File: src/hdl/msp_pkg.sv
`default_nettype none
package msp_pkg;
    // ***********************************************
    // widths
    // ***********************************************
    localparam int RESULT_W = 18;
    localparam int CH_W     = 2;
    localparam int ADDR_W   = 5;

    // ***********************************************
    // timing
    // ***********************************************
    localparam int CLK_PERIOD_NS = 10;
    localparam int CONV_TIME_NS  = 650;
    // longest time: rounded down, at least one cycle
    localparam int CONV_CYCLES_RAW = CONV_TIME_NS / CLK_PERIOD_NS;
    localparam int CONV_CYCLES     = (CONV_CYCLES_RAW < 1) ? 1 : CONV_CYCLES_RAW;
    localparam int CNT_W           = 8;

    // ***********************************************
    // register map (byte addresses)
    // ***********************************************
    localparam logic [ADDR_W-1:0] OFS_CTRL     = 5'h00;
    localparam logic [ADDR_W-1:0] OFS_STATUS   = 5'h04;
    localparam logic [ADDR_W-1:0] OFS_RESULT   = 5'h08;
    localparam logic [ADDR_W-1:0] OFS_IRQ_STAT = 5'h0c;
    localparam logic [ADDR_W-1:0] OFS_IRQ_MASK = 5'h10;

    // ***********************************************
    // fields
    // ***********************************************
    localparam int CTRL_CONV_EN_BIT = 0;
    localparam int STAT_BUSY_BIT    = 0;
    localparam int STAT_AUTO_BIT    = 1;
    localparam int STAT_CH_LSB      = 4;
    localparam int IRQ_DONE_BIT     = 0;
    localparam int IRQ_WRAP_BIT     = 1;
    localparam int IRQ_W            = 2;

    localparam logic              CTRL_RESET     = 1'b1;
    localparam logic [IRQ_W-1:0]  IRQ_MASK_RESET = 2'h0;
    localparam logic [CH_W-1:0]   CH_ZERO        = 2'h0;

    localparam logic [1:0] RESP_OKAY   = 2'h0;
    localparam logic [1:0] RESP_SLVERR = 2'h2;

    typedef enum logic {
        MSP_IDLE,
        MSP_CONVERT
    } msp_conv_state_t;
endpackage
`default_nettype wire

File: src/hdl/msp_mux_seq.sv
`default_nettype none
module msp_mux_seq (
    input  wire logic                     aclk,
    input  wire logic                     aresetn,
    input  wire logic                     auto_mode,
    input  wire logic                     count_sel_high,
    input  wire logic                     count_sel_low,
    input  wire logic                     sequence_reset_pin,
    input  wire logic                     mux_step_clock,
    output var  logic [msp_pkg::CH_W-1:0] ch_sel_ff,
    output var  logic                     wrap_ff
);
    // ***********************************************
    // step edge detect
    // ***********************************************
    logic                     step_prev_ff;
    logic                     step_rise;
    logic [msp_pkg::CH_W-1:0] count_sel;
    logic [msp_pkg::CH_W-1:0] nxt_ch;
    logic                     nxt_wrap;

    assign step_rise = mux_step_clock && !step_prev_ff;
    assign count_sel = {count_sel_high, count_sel_low};

    always_ff @(posedge aclk) begin
        if (!aresetn) begin
            step_prev_ff <= 1'b0;
        end else begin
            step_prev_ff <= mux_step_clock;
        end
    end

    // ***********************************************
    // channel selection
    // ***********************************************
    always_comb begin
        nxt_ch   = ch_sel_ff;
        nxt_wrap = 1'b0;
        if (step_rise) begin
            if (!auto_mode) begin
                nxt_ch = count_sel;
            end else if (sequence_reset_pin) begin
                nxt_ch = msp_pkg::CH_ZERO;
            end else if (ch_sel_ff == count_sel) begin
                nxt_ch   = msp_pkg::CH_ZERO;
                nxt_wrap = 1'b1;
            end else begin
                nxt_ch = ch_sel_ff + 2'h1;
            end
        end
    end

    always_ff @(posedge aclk) begin
        if (!aresetn) begin
            ch_sel_ff <= msp_pkg::CH_ZERO;
            wrap_ff   <= 1'b0;
        end else begin
            ch_sel_ff <= nxt_ch;
            wrap_ff   <= nxt_wrap;
        end
    end
endmodule
`default_nettype wire

File: src/hdl/msp_top.sv
// Local design decisions: the AXI4-Lite interface to the registers and the address map.
`default_nettype none
module msp_top #(
    parameter int RESULT_W = msp_pkg::RESULT_W
) (
    input  wire logic                       aclk,
    input  wire logic                       aresetn,
    // converter pins
    input  wire logic                       auto_mode,
    input  wire logic                       count_sel_high,
    input  wire logic                       count_sel_low,
    input  wire logic                       sequence_reset_pin,
    input  wire logic                       mux_step_clock,
    input  wire logic                       convert_start_n,
    input  wire logic                       cs_n,
    input  wire logic                       rd_n,
    input  wire logic                       byte_select,
    input  wire logic                       wide_word_select,
    input  wire logic [RESULT_W-1:0]        sample_code,
    output var  logic [RESULT_W-1:0]        db_out_ff,
    output var  logic                       db_oe_ff,
    output var  logic                       busy_ff,
    output var  logic [msp_pkg::CH_W-1:0]   ch_sel_ff,
    output var  logic                       irq_ff,
    // axi4-lite slave
    input  wire logic [msp_pkg::ADDR_W-1:0] s_axi_awaddr,
    input  wire logic                       s_axi_awvalid,
    output var  logic                       s_axi_awready,
    input  wire logic [31:0]                s_axi_wdata,
    input  wire logic [3:0]                 s_axi_wstrb,
    input  wire logic                       s_axi_wvalid,
    output var  logic                       s_axi_wready,
    output var  logic [1:0]                 s_axi_bresp,
    output var  logic                       s_axi_bvalid,
    input  wire logic                       s_axi_bready,
    input  wire logic [msp_pkg::ADDR_W-1:0] s_axi_araddr,
    input  wire logic                       s_axi_arvalid,
    output var  logic                       s_axi_arready,
    output var  logic [31:0]                s_axi_rdata,
    output var  logic [1:0]                 s_axi_rresp,
    output var  logic                       s_axi_rvalid,
    input  wire logic                       s_axi_rready
);
    // ***********************************************
    // functions
    // ***********************************************
    // lane arrangement for the parallel read-out
    function automatic logic [RESULT_W-1:0] lane_map(
        input logic [RESULT_W-1:0] r,
        input logic                bsel,
        input logic                wsel
    );
        logic [RESULT_W-1:0] v;
        v = '1;
        if (!bsel && !wsel) begin
            v = r;
        end else if (bsel && !wsel) begin
            v[17:10] = r[9:2];
        end else if (!bsel && wsel) begin
            v[3:2] = r[1:0];
        end else begin
            v[11:10] = r[1:0];
        end
        return v;
    endfunction

    function automatic logic addr_known(input logic [msp_pkg::ADDR_W-1:0] a);
        return (a == msp_pkg::OFS_CTRL) || (a == msp_pkg::OFS_STATUS) ||
               (a == msp_pkg::OFS_RESULT) || (a == msp_pkg::OFS_IRQ_STAT) ||
               (a == msp_pkg::OFS_IRQ_MASK);
    endfunction

    // ***********************************************
    // multiplexer sequencer
    // ***********************************************
    logic wrap_ev;

    msp_mux_seq msp_mux_seq_inst (
        .aclk               (aclk),
        .aresetn            (aresetn),
        .auto_mode          (auto_mode),
        .count_sel_high     (count_sel_high),
        .count_sel_low      (count_sel_low),
        .sequence_reset_pin (sequence_reset_pin),
        .mux_step_clock     (mux_step_clock),
        .ch_sel_ff          (ch_sel_ff),
        .wrap_ff            (wrap_ev)
    );

    // ***********************************************
    // conversion
    // ***********************************************
    msp_pkg::msp_conv_state_t state_ff;
    logic                     start_prev_ff;
    logic                     start_fall;
    logic [msp_pkg::CNT_W-1:0] cnt_ff;
    logic [RESULT_W-1:0]      sample_ff;
    logic [RESULT_W-1:0]      result_ff;
    logic                     done_ev;
    logic                     conv_en_ff;

    assign start_fall = start_prev_ff && !convert_start_n;
    assign done_ev    = (state_ff == msp_pkg::MSP_CONVERT) &&
                        (cnt_ff == msp_pkg::CNT_W'(msp_pkg::CONV_CYCLES - 1));

    always_ff @(posedge aclk) begin
        if (!aresetn) begin
            start_prev_ff <= 1'b1;
        end else begin
            start_prev_ff <= convert_start_n;
        end
    end

    always_ff @(posedge aclk) begin
        if (!aresetn) begin
            state_ff  <= msp_pkg::MSP_IDLE;
            cnt_ff    <= '0;
            busy_ff   <= 1'b0;
            sample_ff <= '0;
            result_ff <= '0;
        end else begin
            unique case (state_ff)
                msp_pkg::MSP_IDLE: begin
                    cnt_ff <= '0;
                    if (start_fall && conv_en_ff) begin
                        sample_ff <= sample_code;
                        busy_ff   <= 1'b1;
                        state_ff  <= msp_pkg::MSP_CONVERT;
                    end
                end
                msp_pkg::MSP_CONVERT: begin
                    cnt_ff <= cnt_ff + 1'b1;
                    if (done_ev) begin
                        result_ff <= sample_ff;
                        busy_ff   <= 1'b0;
                        state_ff  <= msp_pkg::MSP_IDLE;
                    end
                end
            endcase
        end
    end

    // ***********************************************
    // parallel read-out
    // ***********************************************
    always_ff @(posedge aclk) begin
        if (!aresetn) begin
            db_oe_ff  <= 1'b0;
            db_out_ff <= '0;
        end else begin
            db_oe_ff  <= !cs_n && !rd_n;
            db_out_ff <= lane_map(result_ff, byte_select, wide_word_select);
        end
    end

    // ***********************************************
    // axi4-lite write channel
    // ***********************************************
    logic                       aw_got_ff;
    logic                       w_got_ff;
    logic [msp_pkg::ADDR_W-1:0] awaddr_ff;
    logic [31:0]                wdata_ff;
    logic [3:0]                 wstrb_ff;
    logic                       wr_fire;

    assign wr_fire = aw_got_ff && w_got_ff && !s_axi_bvalid;

    always_ff @(posedge aclk) begin
        if (!aresetn) begin
            aw_got_ff     <= 1'b0;
            w_got_ff      <= 1'b0;
            awaddr_ff     <= '0;
            wdata_ff      <= '0;
            wstrb_ff      <= '0;
            s_axi_awready <= 1'b0;
            s_axi_wready  <= 1'b0;
            s_axi_bvalid  <= 1'b0;
            s_axi_bresp   <= msp_pkg::RESP_OKAY;
        end else begin
            if (s_axi_awvalid && s_axi_awready) begin
                aw_got_ff     <= 1'b1;
                awaddr_ff     <= s_axi_awaddr;
                s_axi_awready <= 1'b0;
            end else if (!aw_got_ff && !s_axi_bvalid) begin
                s_axi_awready <= 1'b1;
            end
            if (s_axi_wvalid && s_axi_wready) begin
                w_got_ff     <= 1'b1;
                wdata_ff     <= s_axi_wdata;
                wstrb_ff     <= s_axi_wstrb;
                s_axi_wready <= 1'b0;
            end else if (!w_got_ff && !s_axi_bvalid) begin
                s_axi_wready <= 1'b1;
            end
            if (wr_fire) begin
                s_axi_bvalid <= 1'b1;
                s_axi_bresp  <= addr_known(awaddr_ff) ? msp_pkg::RESP_OKAY
                                                      : msp_pkg::RESP_SLVERR;
            end else if (s_axi_bvalid && s_axi_bready) begin
                s_axi_bvalid <= 1'b0;
                aw_got_ff    <= 1'b0;
                w_got_ff     <= 1'b0;
            end
        end
    end

    // ***********************************************
    // registers and interrupt
    // ***********************************************
    logic [msp_pkg::IRQ_W-1:0] irq_stat_ff;
    logic [msp_pkg::IRQ_W-1:0] irq_mask_ff;
    logic [msp_pkg::IRQ_W-1:0] irq_set;
    logic [msp_pkg::IRQ_W-1:0] irq_clr;
    logic                      wr_lane0;

    assign wr_lane0 = wr_fire && wstrb_ff[0];
    always_comb begin
        irq_set = '0;
        irq_set[msp_pkg::IRQ_DONE_BIT] = done_ev;
        irq_set[msp_pkg::IRQ_WRAP_BIT] = wrap_ev;
        irq_clr = '0;
        if (wr_lane0 && (awaddr_ff == msp_pkg::OFS_IRQ_STAT)) begin
            irq_clr = wdata_ff[msp_pkg::IRQ_W-1:0];
        end
    end

    always_ff @(posedge aclk) begin
        if (!aresetn) begin
            conv_en_ff  <= msp_pkg::CTRL_RESET;
            irq_mask_ff <= msp_pkg::IRQ_MASK_RESET;
        end else if (wr_lane0) begin
            if (awaddr_ff == msp_pkg::OFS_CTRL) begin
                conv_en_ff <= wdata_ff[msp_pkg::CTRL_CONV_EN_BIT];
            end
            if (awaddr_ff == msp_pkg::OFS_IRQ_MASK) begin
                irq_mask_ff <= wdata_ff[msp_pkg::IRQ_W-1:0];
            end
        end
    end

    always_ff @(posedge aclk) begin
        if (!aresetn) begin
            irq_stat_ff <= '0;
            irq_ff      <= 1'b0;
        end else begin
            // set wins over a simultaneous write-one clear
            irq_stat_ff <= (irq_stat_ff & ~irq_clr) | irq_set;
            irq_ff      <= |(((irq_stat_ff & ~irq_clr) | irq_set) & irq_mask_ff);
        end
    end

    // ***********************************************
    // axi4-lite read channel
    // ***********************************************
    logic [31:0] rd_word;

    always_comb begin
        rd_word = '0;
        unique case (s_axi_araddr)
            msp_pkg::OFS_CTRL: begin
                rd_word[msp_pkg::CTRL_CONV_EN_BIT] = conv_en_ff;
            end
            msp_pkg::OFS_STATUS: begin
                rd_word[msp_pkg::STAT_BUSY_BIT] = busy_ff;
                rd_word[msp_pkg::STAT_AUTO_BIT] = auto_mode;
                rd_word[msp_pkg::STAT_CH_LSB +: msp_pkg::CH_W] = ch_sel_ff;
            end
            msp_pkg::OFS_RESULT: begin
                rd_word[RESULT_W-1:0] = result_ff;
            end
            msp_pkg::OFS_IRQ_STAT: begin
                rd_word[msp_pkg::IRQ_W-1:0] = irq_stat_ff;
            end
            msp_pkg::OFS_IRQ_MASK: begin
                rd_word[msp_pkg::IRQ_W-1:0] = irq_mask_ff;
            end
            default: begin
                rd_word = '0;
            end
        endcase
    end

    always_ff @(posedge aclk) begin
        if (!aresetn) begin
            s_axi_arready <= 1'b0;
            s_axi_rvalid  <= 1'b0;
            s_axi_rdata   <= '0;
            s_axi_rresp   <= msp_pkg::RESP_OKAY;
        end else begin
            if (s_axi_arvalid && s_axi_arready) begin
                s_axi_arready <= 1'b0;
                s_axi_rvalid  <= 1'b1;
                s_axi_rdata   <= rd_word;
                s_axi_rresp   <= addr_known(s_axi_araddr) ? msp_pkg::RESP_OKAY
                                                          : msp_pkg::RESP_SLVERR;
            end else if (s_axi_rvalid && s_axi_rready) begin
                s_axi_rvalid  <= 1'b0;
            end else if (!s_axi_rvalid) begin
                s_axi_arready <= 1'b1;
            end
        end
    end
endmodule
`default_nettype wire

File: config.mk
export PLATFORM = sky130hd
export DESIGN_NAME = msp_top
export DESIGN_NICKNAME = d
export VERILOG_FILES = /design/src/hdl/msp_pkg.sv /design/src/hdl/msp_mux_seq.sv /design/src/hdl/msp_top.sv
export SDC_FILE = /design/constraint.sdc
export NUM_CORES = 1
export LEC_CHECK = 0
export BUFFER_PORTS_ARGS = -buffer_cell sky130_fd_sc_hd__buf_4
export CAP_MARGIN = 20
export CORE_UTILIZATION = 50
export CTS_CLUSTER_DIAMETER = 80
export CTS_CLUSTER_SIZE = 28
export DETAILED_ROUTE_END_ITERATION = 8
export PLACE_DENSITY = 0.75
export SKIP_LAST_GASP = 1
export SYNTH_ARGS = -nofsm -noshare
export SYNTH_HDL_FRONTEND = slang
export SYNTH_SLANG_ARGS = --single-unit
File: constraint.sdc
create_clock -name aclk -period 1.92 [get_ports aclk]
set_clock_uncertainty 0.2 [all_clocks]
set_input_delay 0.096 -clock aclk [delete_from_list [all_inputs] [get_ports aclk]]
set_output_delay 0.096 -clock aclk [all_outputs]
set_load 0.1 [all_outputs]
* Word-level counts from Yosys, hierarchy flattened
Index checks and enable logic that the tools add are counted.
Operators by class: $add $sub $neg 2, equal/unequal tests 12, multiplexer cells 38, bitwise operators 10, reduce and logical (&&, ||, !) cells 51
Operators by type and width (count):
- 2-bit 2-to-1 mux | 13
- 5-bit by 4-bit == test with 1-bit output, second input constant | 4
- 1-bit logical AND | 19
- 8-bit case mux with 2 select lines | 1
- 1-bit 2-to-1 mux | 15
- 12-bit 2-to-1 mux | 1
- 6-bit 2-to-1 mux | 2
- 2-bit AND reduction | 6
- 5-bit by 3-bit == test with 1-bit output, second input constant | 2
- 5-bit == test, second input constant | 2
- 5-bit logical NOT | 2
- 1-bit logical NOT | 9
- 8-bit by 1-bit adder with 8-bit output, second input constant | 1
- 8-bit by 7-bit == test with 1-bit output, second input constant | 1
- 1-bit logical OR | 8
- 8-bit 2-to-1 mux | 1
- 2-bit OR reduction | 4
- 1-bit inverter | 6
- 1-bit case mux with 5 select lines | 1
- 2-bit bitwise AND | 2
- 1-bit case mux with 2 select lines | 2
- 1-bit case mux with 4 select lines | 1
- 2-bit case mux with 2 select lines | 1
- 2-bit nonzero test | 2
- other kinds (7) | 7
Word-level totals: register bits after elaboration 113, input port bits 81, logic and storage cells 141

* Longest topological paths before layout
Gate-level depths: netlist of run 1.
depth in word-level cells 10, depth in mapped cells 7

* Hierarchy
From an unflattened synthesis of run 1, not the netlist that was laid out.
Second synthesis, totals: cell total of the unflattened synthesis 466, area total of the unflattened synthesis 4495.6 um2
By module, submodules not included:
- msp_top | instances 1, cells each 441, area an instance 4260.3 um2, sequential area each 2142.1 um2
- msp_mux_seq | instances 1, cells each 25, area an instance 235.2 um2, sequential area each 80.1 um2

* Worst setup path after synthesis of run 1
Ideal clock, no wire load.
path type flip-flop to flip-flop, start register s_axi_arready, end register s_axi_rdata[10], data arrival time 1865 ps, data required time 1653 ps, setup slack -213 ps, cell stages (with the launch flop) 7, path buffers 2, cell sequence dfxtp_1 > nand2_1 > and3b_1 > buf_2 > buf_4 > a22oi_1 > nor2b_1
Between the ends: longest elaborated chain between the ends 1
Ends and longest elaborated chain:
- start: declaration | line msp_top.sv:38 | output var logic s_axi_arready,
- start signal: assignment | line msp_top.sv:285 | s_axi_arready <= 1'b0;
- start signal: assignment | line msp_top.sv:291 | s_axi_arready <= 1'b0;
- start signal: assignment | line msp_top.sv:299 | s_axi_arready <= 1'b1;
- 1-bit logical AND | line msp_top.sv:290 | if (s_axi_arvalid && s_axi_arready) begin
- end signal: assignment | line msp_top.sv:293 | s_axi_rdata <= rd_word;
- end: declaration | line msp_top.sv:39 | output var logic [31:0] s_axi_rdata,
Every way passes these cells. A chain may end at the register's enable or synchronous reset.

* Worst setup path in the final report of run 1
start input port s_axi_araddr[4] in the netlist's numbering, end register s_axi_rdata[5]
Between the ends: longest elaborated chain between the ends 2, elaborated cells between the ends (all ways) 3, classes of those cells eq/ne: 2; mux: 1
Ends and longest elaborated chain:
- start: declaration | line msp_top.sv:36 | input wire logic [msp_pkg::ADDR_W-1:0] s_axi_araddr,
- 5-bit by 4-bit == test with 1-bit output or 5-bit by 3-bit == test with 1-bit output (tied branches) | line msp_top.sv:259 | unique case (s_axi_araddr)
- 2-bit case mux with 2 select lines * | line msp_top.sv:259
Every way passes the cells marked *; elsewhere a longest branch is shown, timed or not.

==> results of run 1 <==
## flip-flops by register name (all words and copies together), names as in the netlist, 2 cells and up
signal	count
irq_mask_ff	2
wdata_ff	2
db_out_ff	18
sample_ff	18
irq_stat_ff	2
cnt_ff	8
awaddr_ff	5
msp_mux_seq_inst.ch_sel_ff	2
s_axi_rdata	18
result_ff	18
## final timing paths
check | startpoint | endpoint | slack, ns | cells after the start
setup / recovery | s_axi_araddr[4] | s_axi_rdata[5]$_SDFFE_PN0P_ | 0.1 | 7
hold / removal | sequence_reset_pin | msp_mux_seq_inst.wrap_ff$_SDFF_PP0_ | 0.01 | 4
hold reg to reg | sample_ff[17]$_SDFFE_PN0P_ | sample_ff[17]$_SDFFE_PN0P_ | 0.27 | 2
setup reg to reg | msp_mux_seq_inst.ch_sel_ff[1]$_SDFFE_PN0P_ | msp_mux_seq_inst.ch_sel_ff[0]$_SDFFE_PN0P_ | 0.1 | 5
## power breakdown
part	switching [mW]	leakage, nW	internal (mW)
Clock	0.864	0.112	0.649
Sequential	0.0602	0.907	2.38
Combinational	0.618	1.42	0.293
## layer usage
layer / global-route usage [%] / wire [µm] / vias to the layer above
met5: 0 / 0 / -
met4: 10.7 / 250 / 0
met3: 4.12 / 418 / 26
met2: 38.0 / 5100 / 113
met1: 28.1 / 4700 / 1777
li1: - / - / 1850
## cell families after synthesis
kind of cell / count (synthesis)
and+or+nand+nor: 168
DFF: 111
AOI/OAI and AO/OA: 94
buffers and inverters: 50
muxes: 33
xor gates and xnor gates: 8
adders and majority gates: 2
other: 1
## through the flow
step / setup slack [ns] / cell area [µm²] / instances / power [mW] / hold slack (ns)
3_5_place_dp: 0.180 / 5190 / 647 / 3.29 / 0.0593
4_1_cts: 0.0150 / 6020 / 724 / 4.87 / 0.000785
3_3_place_gp: 0.250 / 5190 / 647 / 3.28 / 0.0555
5_1_grt: 0.0186 / 6030 / 724 / 5.04 / 0.000532
2_1_floorplan: 0.0742 / 4540 / 482 / 3.11 / -0.0289
6_report: 0.0981 / 6030 / 724 / 4.87 / 0.0134
## cell usage in the layout (no fill, tap or decap), types with 5 or more instances in the layout
cell           instances
conb_1                16
nor2_1                13
mux2i_1               27
nand2b_1               5
dlygate4sd3_1         61
mux2_2                 6
clkbuf_8               9
o21ai_0               14
buf_4                 99
nand2_1               59
a22oi_1               16
nor2b_1               42
nand3_1               16
and3_1                 5
o21a_1                17
dfxtp_1              109
a21boi_0              30
inv_1                  6
nor3_1                 5
a21oi_1                9
## final cells by class
class / instances / area [µm²]
clock buffers: 9 / 124
clock inverters: 7 / 100
fillers: 646 / 2690
inverters: 6 / 22.5
multi-input cells: 321 / 2040
flip-flops and latches: 111 / 2220
well taps: 108 / 135
repair buffers: 162 / 1390
## worst register-to-register path: stages (launching register included)
cell and delay [ns]:
dfxtp_1 0.51, xnor2_1 0.18, nor2b_1 0.06, o21ai_0 0.14, dlygate4sd3_1 0.56, a21boi_0 0.07
## repair_timing
| item | CTS | global route |
|---|---|---|
| setup endpoints to repair | 0 | 6 |
| gates resized for setup | 0 | 3 |
| hold endpoints to repair | 62 | 3 |
| hold buffers | 61 | 1 |
==> results.txt, run 1 <==
----------------------------------------------------
[Run status]
  Outcome ... finished clean

[Floorplanning]
  Die outline width ... 96.7 µm
  Top-level I/O count ... 145
  Die area ... 0.00935 mm²
  Standard-cell row count ... 34
  Starting density of the core ... 51.4%
  Placeable core region ... 0.00872 mm²
  Vertical die dimension ... 96.7 µm

[Global routing]
  Remaining global-route overflow ... 0
  Maximum number of pins on one net before global-route repair ... 53
  Number of antenna violations at the first check in global routing ... 0
  Aggregate global-route resource usage ... 22.6%
  First-pass GRT wire length ... 17100 µm
  Number of global-route vias before repair ... 3598

[Worst setup path]
  Most frequent cell on the critical path ... dlygate4sd3_1
  Endpoint class of the critical path ... flip-flop
  Crit path required time ... 2.05 ns
  Arr. time, crit path ... 1.95 ns
  Kind of critical path ... in -> reg
  Largest incremental delay on the critical path ... 0.57 ns
  Buffers and inverters on the worst path ... 3
  Maximum net fanout on the critical path ... 8
  Kind of cell adding the most delay to the critical path ... buffers and inverters
  Slowest stage cell, crit path ... dlygate4sd3_1
  Startpoint class of the critical path ... input port
  Cell breakdown of the critical path ... dlygate4sd3_1, buf_4, nor3_2, nand3_1, dlygate4sd3_1, o21ai_0, and2_1

[Layout]
  Antenna diode count ... 0
  Final core occ ... 69.1%
  Final nets ... 694
  Layout cell share with drive strength beyond 1 ... 21.1%
  Synthesis-to-layout area growth ... 34.5%

[Detailed routing]
  Remaining design rule violation count ... 0
  Total via count after detailed routing ... 3766
  Average via count per standard cell ... 5.20
  Avg WL per Cell ... 14.5 µm
  DRC violation total after the first TritonRoute iteration ... 178
  Wirelength, routed ... 10500 µm
  Number of optimization iterations in the first detailed-route pass ... 5
  Antenna-violating nets left ... 0

[STA]
  Sum of negative setup slack ... 0 ns
  Final min period ... 1.82 ns
  Final slew viol count ... 0
  Fraction of the cycle the final worst path needs ... 94.9%
  Final setup violation count ... 0
  Number of endpoints with negative hold slack in the final report ... 0
  Measured slew at the worst slew-check pin ... 0.638 ns
  RSZ-0062 raised after global routing ... no
  Fmax ... 0.549 GHz
  Tightest slew margin relative to the limit ... 57.5%

[Synth]
  Async SR Flop Fraction ... 0%
  Simple-gate share of the synthesized area ... 19.6%
  Sequential area share after synthesis ... 49.6%
  Synthesized-area fraction occupied by xor and xnor cells ... 1.56%
  Cell area after technology mapping ... 0.00448 mm²
  Synth unique cells ... 44
  Cell type with the highest aggregate area in the netlist ... dfxtp_1
  Post-synth top cells ... dfxtp_1, nand2_1, nor2b_1
  Total of warnings raised by yosys ... 0
  Mapped Avg Cell Area ... 9.60 µm²
  Share of the synthesized area in compound gates (AO/OA/AOI/OAI) ... 14.4%
  Count of state elements after synthesis ... 111
  Main combinational cell family by area after synthesis ... simple AND/OR/NAND/NOR gates
  Multiplexer area fraction after synthesis ... 7.54%
  Dominant cell by count in the synthesized netlist ... dfxtp_1
  Commonest register cell after synthesis ... dfxtp_1
  Area contributors post-synth ... dfxtp_1, mux2i_1, nor2b_1, a21boi_0, nand2_1
  Cell count after synthesis ... 467
  Number of enable-type register cells in the synthesized netlist ... 0
  Adder and majority cell fraction of the synthesized area ... 0.558%
  Share of Yosys cell area claimed by the top area cell type ... 49.6%

[Clock tree]
  TritonCTS clock tree ... yes
  Longest Clk Path Bufs ... 2
  Cell at the root of the clock tree ... clkbuf_8
  Clock insertion delay at the later pin of the skew report ... 0.38 ns
  Post-CTS setup buffer count ... 0
  Number of H-tree branching levels ... 3
  Clock edge transition at the registers on the reported setup and hold paths ... 0.11 ns
  Clock buffer count from CTS ... 9
  Number of clock sinks ... 111

[Power]
  Worst-case vdd ir drop ... 0.000461 V
  Static Leak ... 2.44 nW
  Total power divided by cell area ... 807 mW/mm²

[Placement]
  Routability-driven placement congestion ratio ... 0.783
  Buffers on Ports ... 95
  HPWL Detailed ... 6570 µm

[Run]
  Count of maximum capacitance violations ... 0

[Hold path]
  Path category of the worst min-delay check ... in -> reg

----------------------------------------------------
Note: power is estimated with default switching activity, not from simulation.
==> run 2, diff against run 1 <==
--- a/config.mk
+++ b/config.mk
@@ -7,11 +7,11 @@
 export LEC_CHECK = 0
 export BUFFER_PORTS_ARGS = -buffer_cell sky130_fd_sc_hd__buf_4
 export CAP_MARGIN = 20
-export CORE_UTILIZATION = 50
+export CORE_UTILIZATION = 26
 export CTS_CLUSTER_DIAMETER = 80
 export CTS_CLUSTER_SIZE = 28
 export DETAILED_ROUTE_END_ITERATION = 8
-export PLACE_DENSITY = 0.75
+export PLACE_DENSITY = 0.43
 export SKIP_LAST_GASP = 1
 export SYNTH_ARGS = -nofsm -noshare
 export SYNTH_HDL_FRONTEND = slang
==> run 2 against run 1 <==
Flip-flop and latch count unchanged. Clock-buffer cell count unchanged. Register-to-register slack improved by 0.07 ns. Core utilization decreased by 31 points. Sequential share of layout area decreased by 1.6 points.
==> results.txt, run 2 (synthesis results as in run 1) <==
----------------------------------------------------
[Worst setup path]
  Largest incremental delay on the critical path ... 0.58 ns (about the same)
  Crit path required time ... 1.96 ns (-0.09 ns)
  Startpoint class of the critical path ... input port
  Arr. time, crit path ... 1.89 ns (-0.06 ns)
  Kind of cell adding the most delay to the critical path ... buffers and inverters
  Cell breakdown of the critical path ... dlygate4sd3_1, buf_6, mux2i_1, nor2_1, o31ai_2, dlygate4sd3_1, o21ai_0
  Maximum net fanout on the critical path ... 9 (+1)
  Endpoint class of the critical path ... flip-flop
  Slowest stage cell, crit path ... dlygate4sd3_1
  Kind of critical path ... in -> reg
  Buffers and inverters on the worst path ... 3 (unchanged)
  Most frequent cell on the critical path ... dlygate4sd3_1

[Clock tree]
  Clock buffer count from CTS ... 9 (unchanged)
  Number of clock sinks ... 111 (unchanged)
  Clock edge transition at the registers on the reported setup and hold paths ... 0.07 ns (-0.04 ns)
  Clock insertion delay at the later pin of the skew report ... 0.35 ns (-0.03 ns)
  Cell at the root of the clock tree ... clkbuf_16
  Number of H-tree branching levels ... 3 (unchanged)
  TritonCTS clock tree ... yes
  Longest Clk Path Bufs ... 2 (unchanged)

[Global routing]
  Number of global-route vias before repair ... 3418 (-5.0%)
  Maximum number of pins on one net before global-route repair ... 49 (-7.5%)
  First-pass GRT wire length ... 18200 µm (+6.8%)
  Aggregate global-route resource usage ... 13.3% (-9.3 points)
  Number of antenna violations at the first check in global routing ... 0 (unchanged)
  Remaining global-route overflow ... 0 (unchanged)

[Power]
  Total power divided by cell area ... 867 mW/mm² (+7.5%)
  Static Leak ... 2.50 nW (+2.6%)
  Worst-case vdd ir drop ... 0.000441 V (-4.3%)

[Run status]
  Outcome ... finished clean

[STA]
  Final slew viol count ... 0 (unchanged)
  Measured slew at the worst slew-check pin ... 0.520 ns (-0.118 ns)
  Sum of negative setup slack ... 0 ns (unchanged)
  RSZ-0062 raised after global routing ... no
  Final setup violation count ... 0 (unchanged)
  Final min period ... 1.85 ns (+0.0263 ns)
  Fraction of the cycle the final worst path needs ... 96.3% (+1.4 points)
  Fmax ... 0.541 GHz (-1.4%)
  Number of endpoints with negative hold slack in the final report ... 0 (unchanged)
  Tightest slew margin relative to the limit ... 65.0% (+7.5 points)
  Worst hold slack ... 0.0800 ns (+0.0667 ns)

[Detailed routing]
  Total via count after detailed routing ... 3616 (-4.0%)
  Antenna-violating nets left ... 0 (unchanged)
  Remaining design rule violation count ... 0 (unchanged)
  Number of optimization iterations in the first detailed-route pass ... 4 (-1)
  DRC violation total after the first TritonRoute iteration ... 181 (+1.7%)
  Avg WL per Cell ... 13.7 µm (-5.1%)
  Wirelength, routed ... 11500 µm (+9.3%)
  Average via count per standard cell ... 4.34 (-17%)

[Floorplanning]
  Starting density of the core ... 26.8% (-25 points)
  Die area ... 0.0178 mm² (+90%)
  Die outline width ... 133 µm (+38%)
  Standard-cell row count ... 47 (+38%)
  Vertical die dimension ... 133 µm (+38%)
  Placeable core region ... 0.0167 mm² (+92%)
  Top-level I/O count ... 145 (unchanged)

[Layout]
  Layout cell share with drive strength beyond 1 ... 21.5% (+0.39 points)
  Antenna diode count ... 0 (unchanged)
  Final core occ ... 37.7% (-31 points)
  Commonest non-fill, non-tap cells in the layout ... dfxtp_1, buf_4, dlygate4sd3_1
  Final nets ... 694 (unchanged)
  Most common library cell in the layout ignoring fill and taps ... dfxtp_1
  Sequential standard cell area ... 0.00223 mm² (about the same)
  Count of filler cells inserted in the layout ... 1713 (+170%)
  Combined area of the multi-input logic cells ... 0.00204 mm² (+0.31%)
  Synthesis-to-layout area growth ... 40.5%

[Run]
  Count of maximum capacitance violations ... 0 (unchanged)

[Hold path]
  Path category of the worst min-delay check ... in -> reg

[Placement]
  Routability-driven placement congestion ratio ... 0.731 (-6.6%)
  HPWL Detailed ... 7980 µm (+21%)
  Buffers on Ports ... 95 (unchanged)

----------------------------------------------------
run 2: what timing repair did:
action,CTS,global route
hold buffers,60,1
hold endpoints to repair,55,3
buffers inserted,0,0
setup endpoints to repair,0,17
resized for setup,0,7
run 2: cell type report:
| type | count | area share [%] |
|---|---|---|
| Clock buffer | 9 | 3.58 |
| Inverter | 6 | 0.358 |
| Timing Repair Buffer | 162 | 22.2 |
| Sequential cell | 111 | 35.3 |
| Clock inverter | 5 | 1.69 |
| Multi-Input combinational cell | 321 | 32.5 |
| Tap cell | 220 | 4.37 |
run 2: report_power, final:
| group | leakage [nW] | total [mW] | internal [mW] | switching [mW] |
|---|---|---|---|---|
| Clock | 0.158 | 2.11 | 1.27 | 0.843 |
| Combinational | 1.44 | 0.916 | 0.298 | 0.618 |
| Sequential | 0.907 | 2.44 | 2.38 | 0.0575 |
run 2: worst register-to-register path: stages (launching register included):
cell and delay, ns:
dfxtp_1 0.41, o21a_1 0.22, nor2_1 0.08, o21ai_0 0.07, dlygate4sd3_1 0.55, a21boi_0 0.15
run 2: stage by stage:
stage	cell area [µm²]	worst slack, ns	std cells	power [mW]
after floorplan	4540	0.0742	482	3.11
after global placement	5350	0.229	760	3.31
after detailed placement	5350	0.208	760	3.32
after CTS	6280	0.0166	834	5.54
after global routing	6300	0.0119	834	5.71
final	6300	0.0717	834	5.46
run 2: final timing paths:
kind | startpoint | endpoint | slack [ns] | cells after the start
hold / removal | sequence_reset_pin | msp_mux_seq_inst.ch_sel_ff[1]$_SDFFE_PN0P_ | 0.08 | 4
setup reg to reg | msp_mux_seq_inst.ch_sel_ff[0]$_SDFFE_PN0P_ | msp_mux_seq_inst.ch_sel_ff[0]$_SDFFE_PN0P_ | 0.17 | 5
setup / recovery | s_axi_araddr[3] | s_axi_rdata[0]$_SDFFE_PN0P_ | 0.07 | 7
hold reg to reg | cnt_ff[0]$_SDFF_PN0_ | cnt_ff[0]$_SDFF_PN0_ | 0.26 | 1
run 2: metal layers:
layer,vias up,GRT usage [%],wire length (µm)
li1,1852,-,-
met1,1684,18.7,5760
met2,66,20.1,5090
met3,14,3.20,442
met4,0,4.17,160
met5,-,0,0
==> run 3, diff against run 2 <==
--- a/config.mk
+++ b/config.mk
@@ -12,6 +12,7 @@
 export CTS_CLUSTER_SIZE = 28
 export DETAILED_ROUTE_END_ITERATION = 8
 export PLACE_DENSITY = 0.43
+export SETUP_SLACK_MARGIN = 0.5
 export SKIP_LAST_GASP = 1
 export SYNTH_ARGS = -nofsm -noshare
 export SYNTH_HDL_FRONTEND = slang
==> run 3 against run 2 <==
The run now ends with hold timing left. Sequential power about the same. Non-clock buffer count increased by 6. Largest cell class unchanged. Final area increased by 5.2%. First-iteration DRC count decreased by 43%. Total power decreased by 2.9%. Flip-flop and latch count unchanged. Via count increased by 1.8%. Hold slack got worse by 0.20 ns. Clock-buffer cell count unchanged.
==> results.txt, run 3 (synthesis results as in run 1) <==
----------------------------------------------------
[Run status]
  Outcome ... finished with violations
  Failing checks ... hold timing

[Global routing]
  Number of antenna violations at the first check in global routing ... 0 (unchanged)
  Remaining global-route overflow ... 0 (unchanged)
  Number of global-route vias before repair ... 3548 (+3.8%)
  Aggregate global-route resource usage ... 14.0% (+0.61 points)
  First-pass GRT wire length ... 19000 µm (+4.2%)
  Maximum number of pins on one net before global-route repair ... 51 (+4.1%)

[Hold path]
  Endpoint, Worst Hold ... s_axi_rvalid$_SDFFE_PN0P_
  Path category of the worst min-delay check ... in -> reg
  WHS Path Cells ... 3 (-1)
  Startpoint of the lowest-slack hold path ... s_axi_arvalid

[Worst setup path]
  Reg2reg path depth ... 5 (unchanged)
  Arr. time, crit path ... 1.72 ns (-0.17 ns)
  Startpoint class of the critical path ... flip-flop
  Crit path required time ... 1.97 ns (about the same)
  Endpoint class of the critical path ... flip-flop
  Maximum net fanout on the critical path ... 10 (+1)
  Setup crit start ... cnt_ff[4]$_SDFF_PN0_
  FF-to-FF End ... result_ff[8]$_SDFFE_PN0P_
  Critical R2R Launch ... cnt_ff[4]$_SDFF_PN0_
  Kind of critical path ... reg -> reg
  Internal reg-to-reg setup slack ... 0.24 ns (+0.07 ns)

[Detailed routing]
  Avg WL per Cell ... 14.9 µm (+8.4%)
  Average via count per standard cell ... 4.38 (+0.98%)
  Antenna-violating nets left ... 0 (unchanged)
  Wirelength, routed ... 12500 µm (+9.4%)
  Remaining design rule violation count ... 0 (unchanged)
  Number of optimization iterations in the first detailed-route pass ... 4 (unchanged)
  Total via count after detailed routing ... 3682 (+1.8%)
  DRC violation total after the first TritonRoute iteration ... 103 (-43%)

[Floorplanning]
  Die area ... 0.0178 mm² (unchanged)
  Die outline width ... 133 µm (unchanged)
  Placeable core region ... 0.0167 mm² (unchanged)
  Top-level I/O count ... 145 (unchanged)
  Starting density of the core ... 26.8% (unchanged)
  Standard-cell row count ... 47 (unchanged)
  Vertical die dimension ... 133 µm (unchanged)

[STA]
  Fmax ... 0.596 GHz (+10%)
  Final slew viol count ... 0 (unchanged)
  RSZ-0062 raised after global routing ... yes
  Final setup violation count ... 0 (unchanged)
  Final min period ... 1.68 ns (-0.171 ns)
  Fraction of the cycle the final worst path needs ... 87.4% (-8.9 points)
  Number of endpoints with negative hold slack in the final report ... 4 (+4)
  Tightest slew margin relative to the limit ... 66.6% (+1.6 points)
  Worst hold slack ... -0.124 ns (-0.204 ns)
  Measured slew at the worst slew-check pin ... 0.499 ns (-0.0213 ns)
  Sum of negative setup slack ... 0 ns (unchanged)

[Placement]
  Buffers on Ports ... 95 (unchanged)
  HPWL Detailed ... 7920 µm (-0.76%)
  Routability-driven placement congestion ratio ... 0.748 (+2.3%)

[Clock tree]
  Longest Clk Path Bufs ... 2 (unchanged)
  Clock insertion delay at the later pin of the skew report ... 0.35 ns (about the same)
  Clock buffer count from CTS ... 9 (unchanged)
  TritonCTS clock tree ... yes
  Number of H-tree branching levels ... 3 (unchanged)
  Cell at the root of the clock tree ... clkbuf_16
  Clock edge transition at the registers on the reported setup and hold paths ... 0.07 ns (about the same)
  Number of clock sinks ... 111 (unchanged)

[Power]
  Share of total power in combinational logic ... 18.9% (+2.1 points)
  Static Leak ... 2.68 nW (+7.0%)
  Share of power burned in registers ... 46.1% (+1.5 points)
  Clock Power Share ... 35.0% (-3.6 points)
  Worst-case vdd ir drop ... 0.000498 V (+13%)
  Fraction of power spent switching nets ... 29.7% (+1.9 points)
  Total power divided by cell area ... 800 mW/mm² (-7.7%)
  Switch Pwr ... 1.58 mW (+3.8%)
  Design internal power ... 3.73 mW (-5.5%)

[Layout]
  Final nets ... 700 (+0.86%)
  Most common library cell in the layout ignoring fill and taps ... buf_4
  Commonest non-fill, non-tap cells in the layout ... buf_4, dfxtp_1, dlygate4sd3_1
  Layout cell share with drive strength beyond 1 ... 33.3% (+12 points)
  Antenna diode count ... 0 (unchanged)
  Synthesis-to-layout area growth ... 47.8%
  Count of filler cells inserted in the layout ... 1705 (-0.47%)
  Final core occ ... 39.7% (+2.0 points)

[Run]
  Count of maximum capacitance violations ... 0 (unchanged)

----------------------------------------------------
-- run 3: worst max path at each step --
stage | endpoint | slack (ns)
floorplan | s_axi_rdata[10]$_SDFFE_PN0P_ | 0.34
global placement | result_ff[17]$_SDFFE_PN0P_ | 0.23
detailed placement | result_ff[16]$_SDFFE_PN0P_ | 0.21
CTS | result_ff[16]$_SDFFE_PN0P_ | 0.26
global route | result_ff[8]$_SDFFE_PN0P_ | 0.14
finish | result_ff[8]$_SDFFE_PN0P_ | 0.24
-- run 3: power by group through the flow --
| stage | clock network (mW) | registers (mW) | logic, mW |
|---|---|---|---|
| after detailed placement | 0 | 2.50 | 0.830 |
| after floorplan | 0 | 2.75 | 0.366 |
| after global routing | 2.02 | 2.46 | 1.05 |
| after CTS | 1.92 | 2.44 | 0.946 |
| final | 1.86 | 2.45 | 1.00 |
| after global placement | 0 | 2.49 | 0.825 |
-- run 3: final cells by class --
class                      count  area [µm²]  area share [%]
clock inverter                 6        62.6           0.944
multi-input combinational    321        2260            34.1
sequential                   111        2270            34.3
clock buffer                   9         225            3.40
inverter                       6        22.5           0.340
tap                          220         275            4.15
timing repair buffer         168        1510            22.8
-- run 3: routing by layer --
layer	global-route usage (%)	vias to the layer above	routed length (µm)
met3	2.63	17	483
met5	0	-	0
met4	5.68	0	187
met1	19.3	1719	6160
li1	-	1862	-
met2	21.3	84	5690
-- run 3: stage by stage --
stage	cell area (µm²)	worst slack [ns]	std cells	total power, mW	hold WS, ns
after global routing	6630	0.139	841	5.53	-0.112
after CTS	6370	0.256	834	5.31	-0.133
after floorplan	4640	0.344	482	3.12	-0.0289
final	6630	0.242	841	5.30	-0.124
after detailed placement	5450	0.207	762	3.33	0.0623
after global placement	5450	0.233	762	3.32	0.0569
-- run 3: worst max-delay path, cell delays in order, from the launching register on --
cell	delay [ns]
dfxtp_2	0.35
nor4_4	0.30
and3_4	0.28
buf_12	0.16
mux2i_2	0.20
nor2b_1	0.06
-- run 3: what timing repair did --
action	in CTS	in global routing
setup endpoints to repair	56	62
gates resized for setup	21	65
buffers inserted	3	2
cloned	3	1
hold endpoints to repair	69	16
pin swaps	2	23
hold buffers	51	4
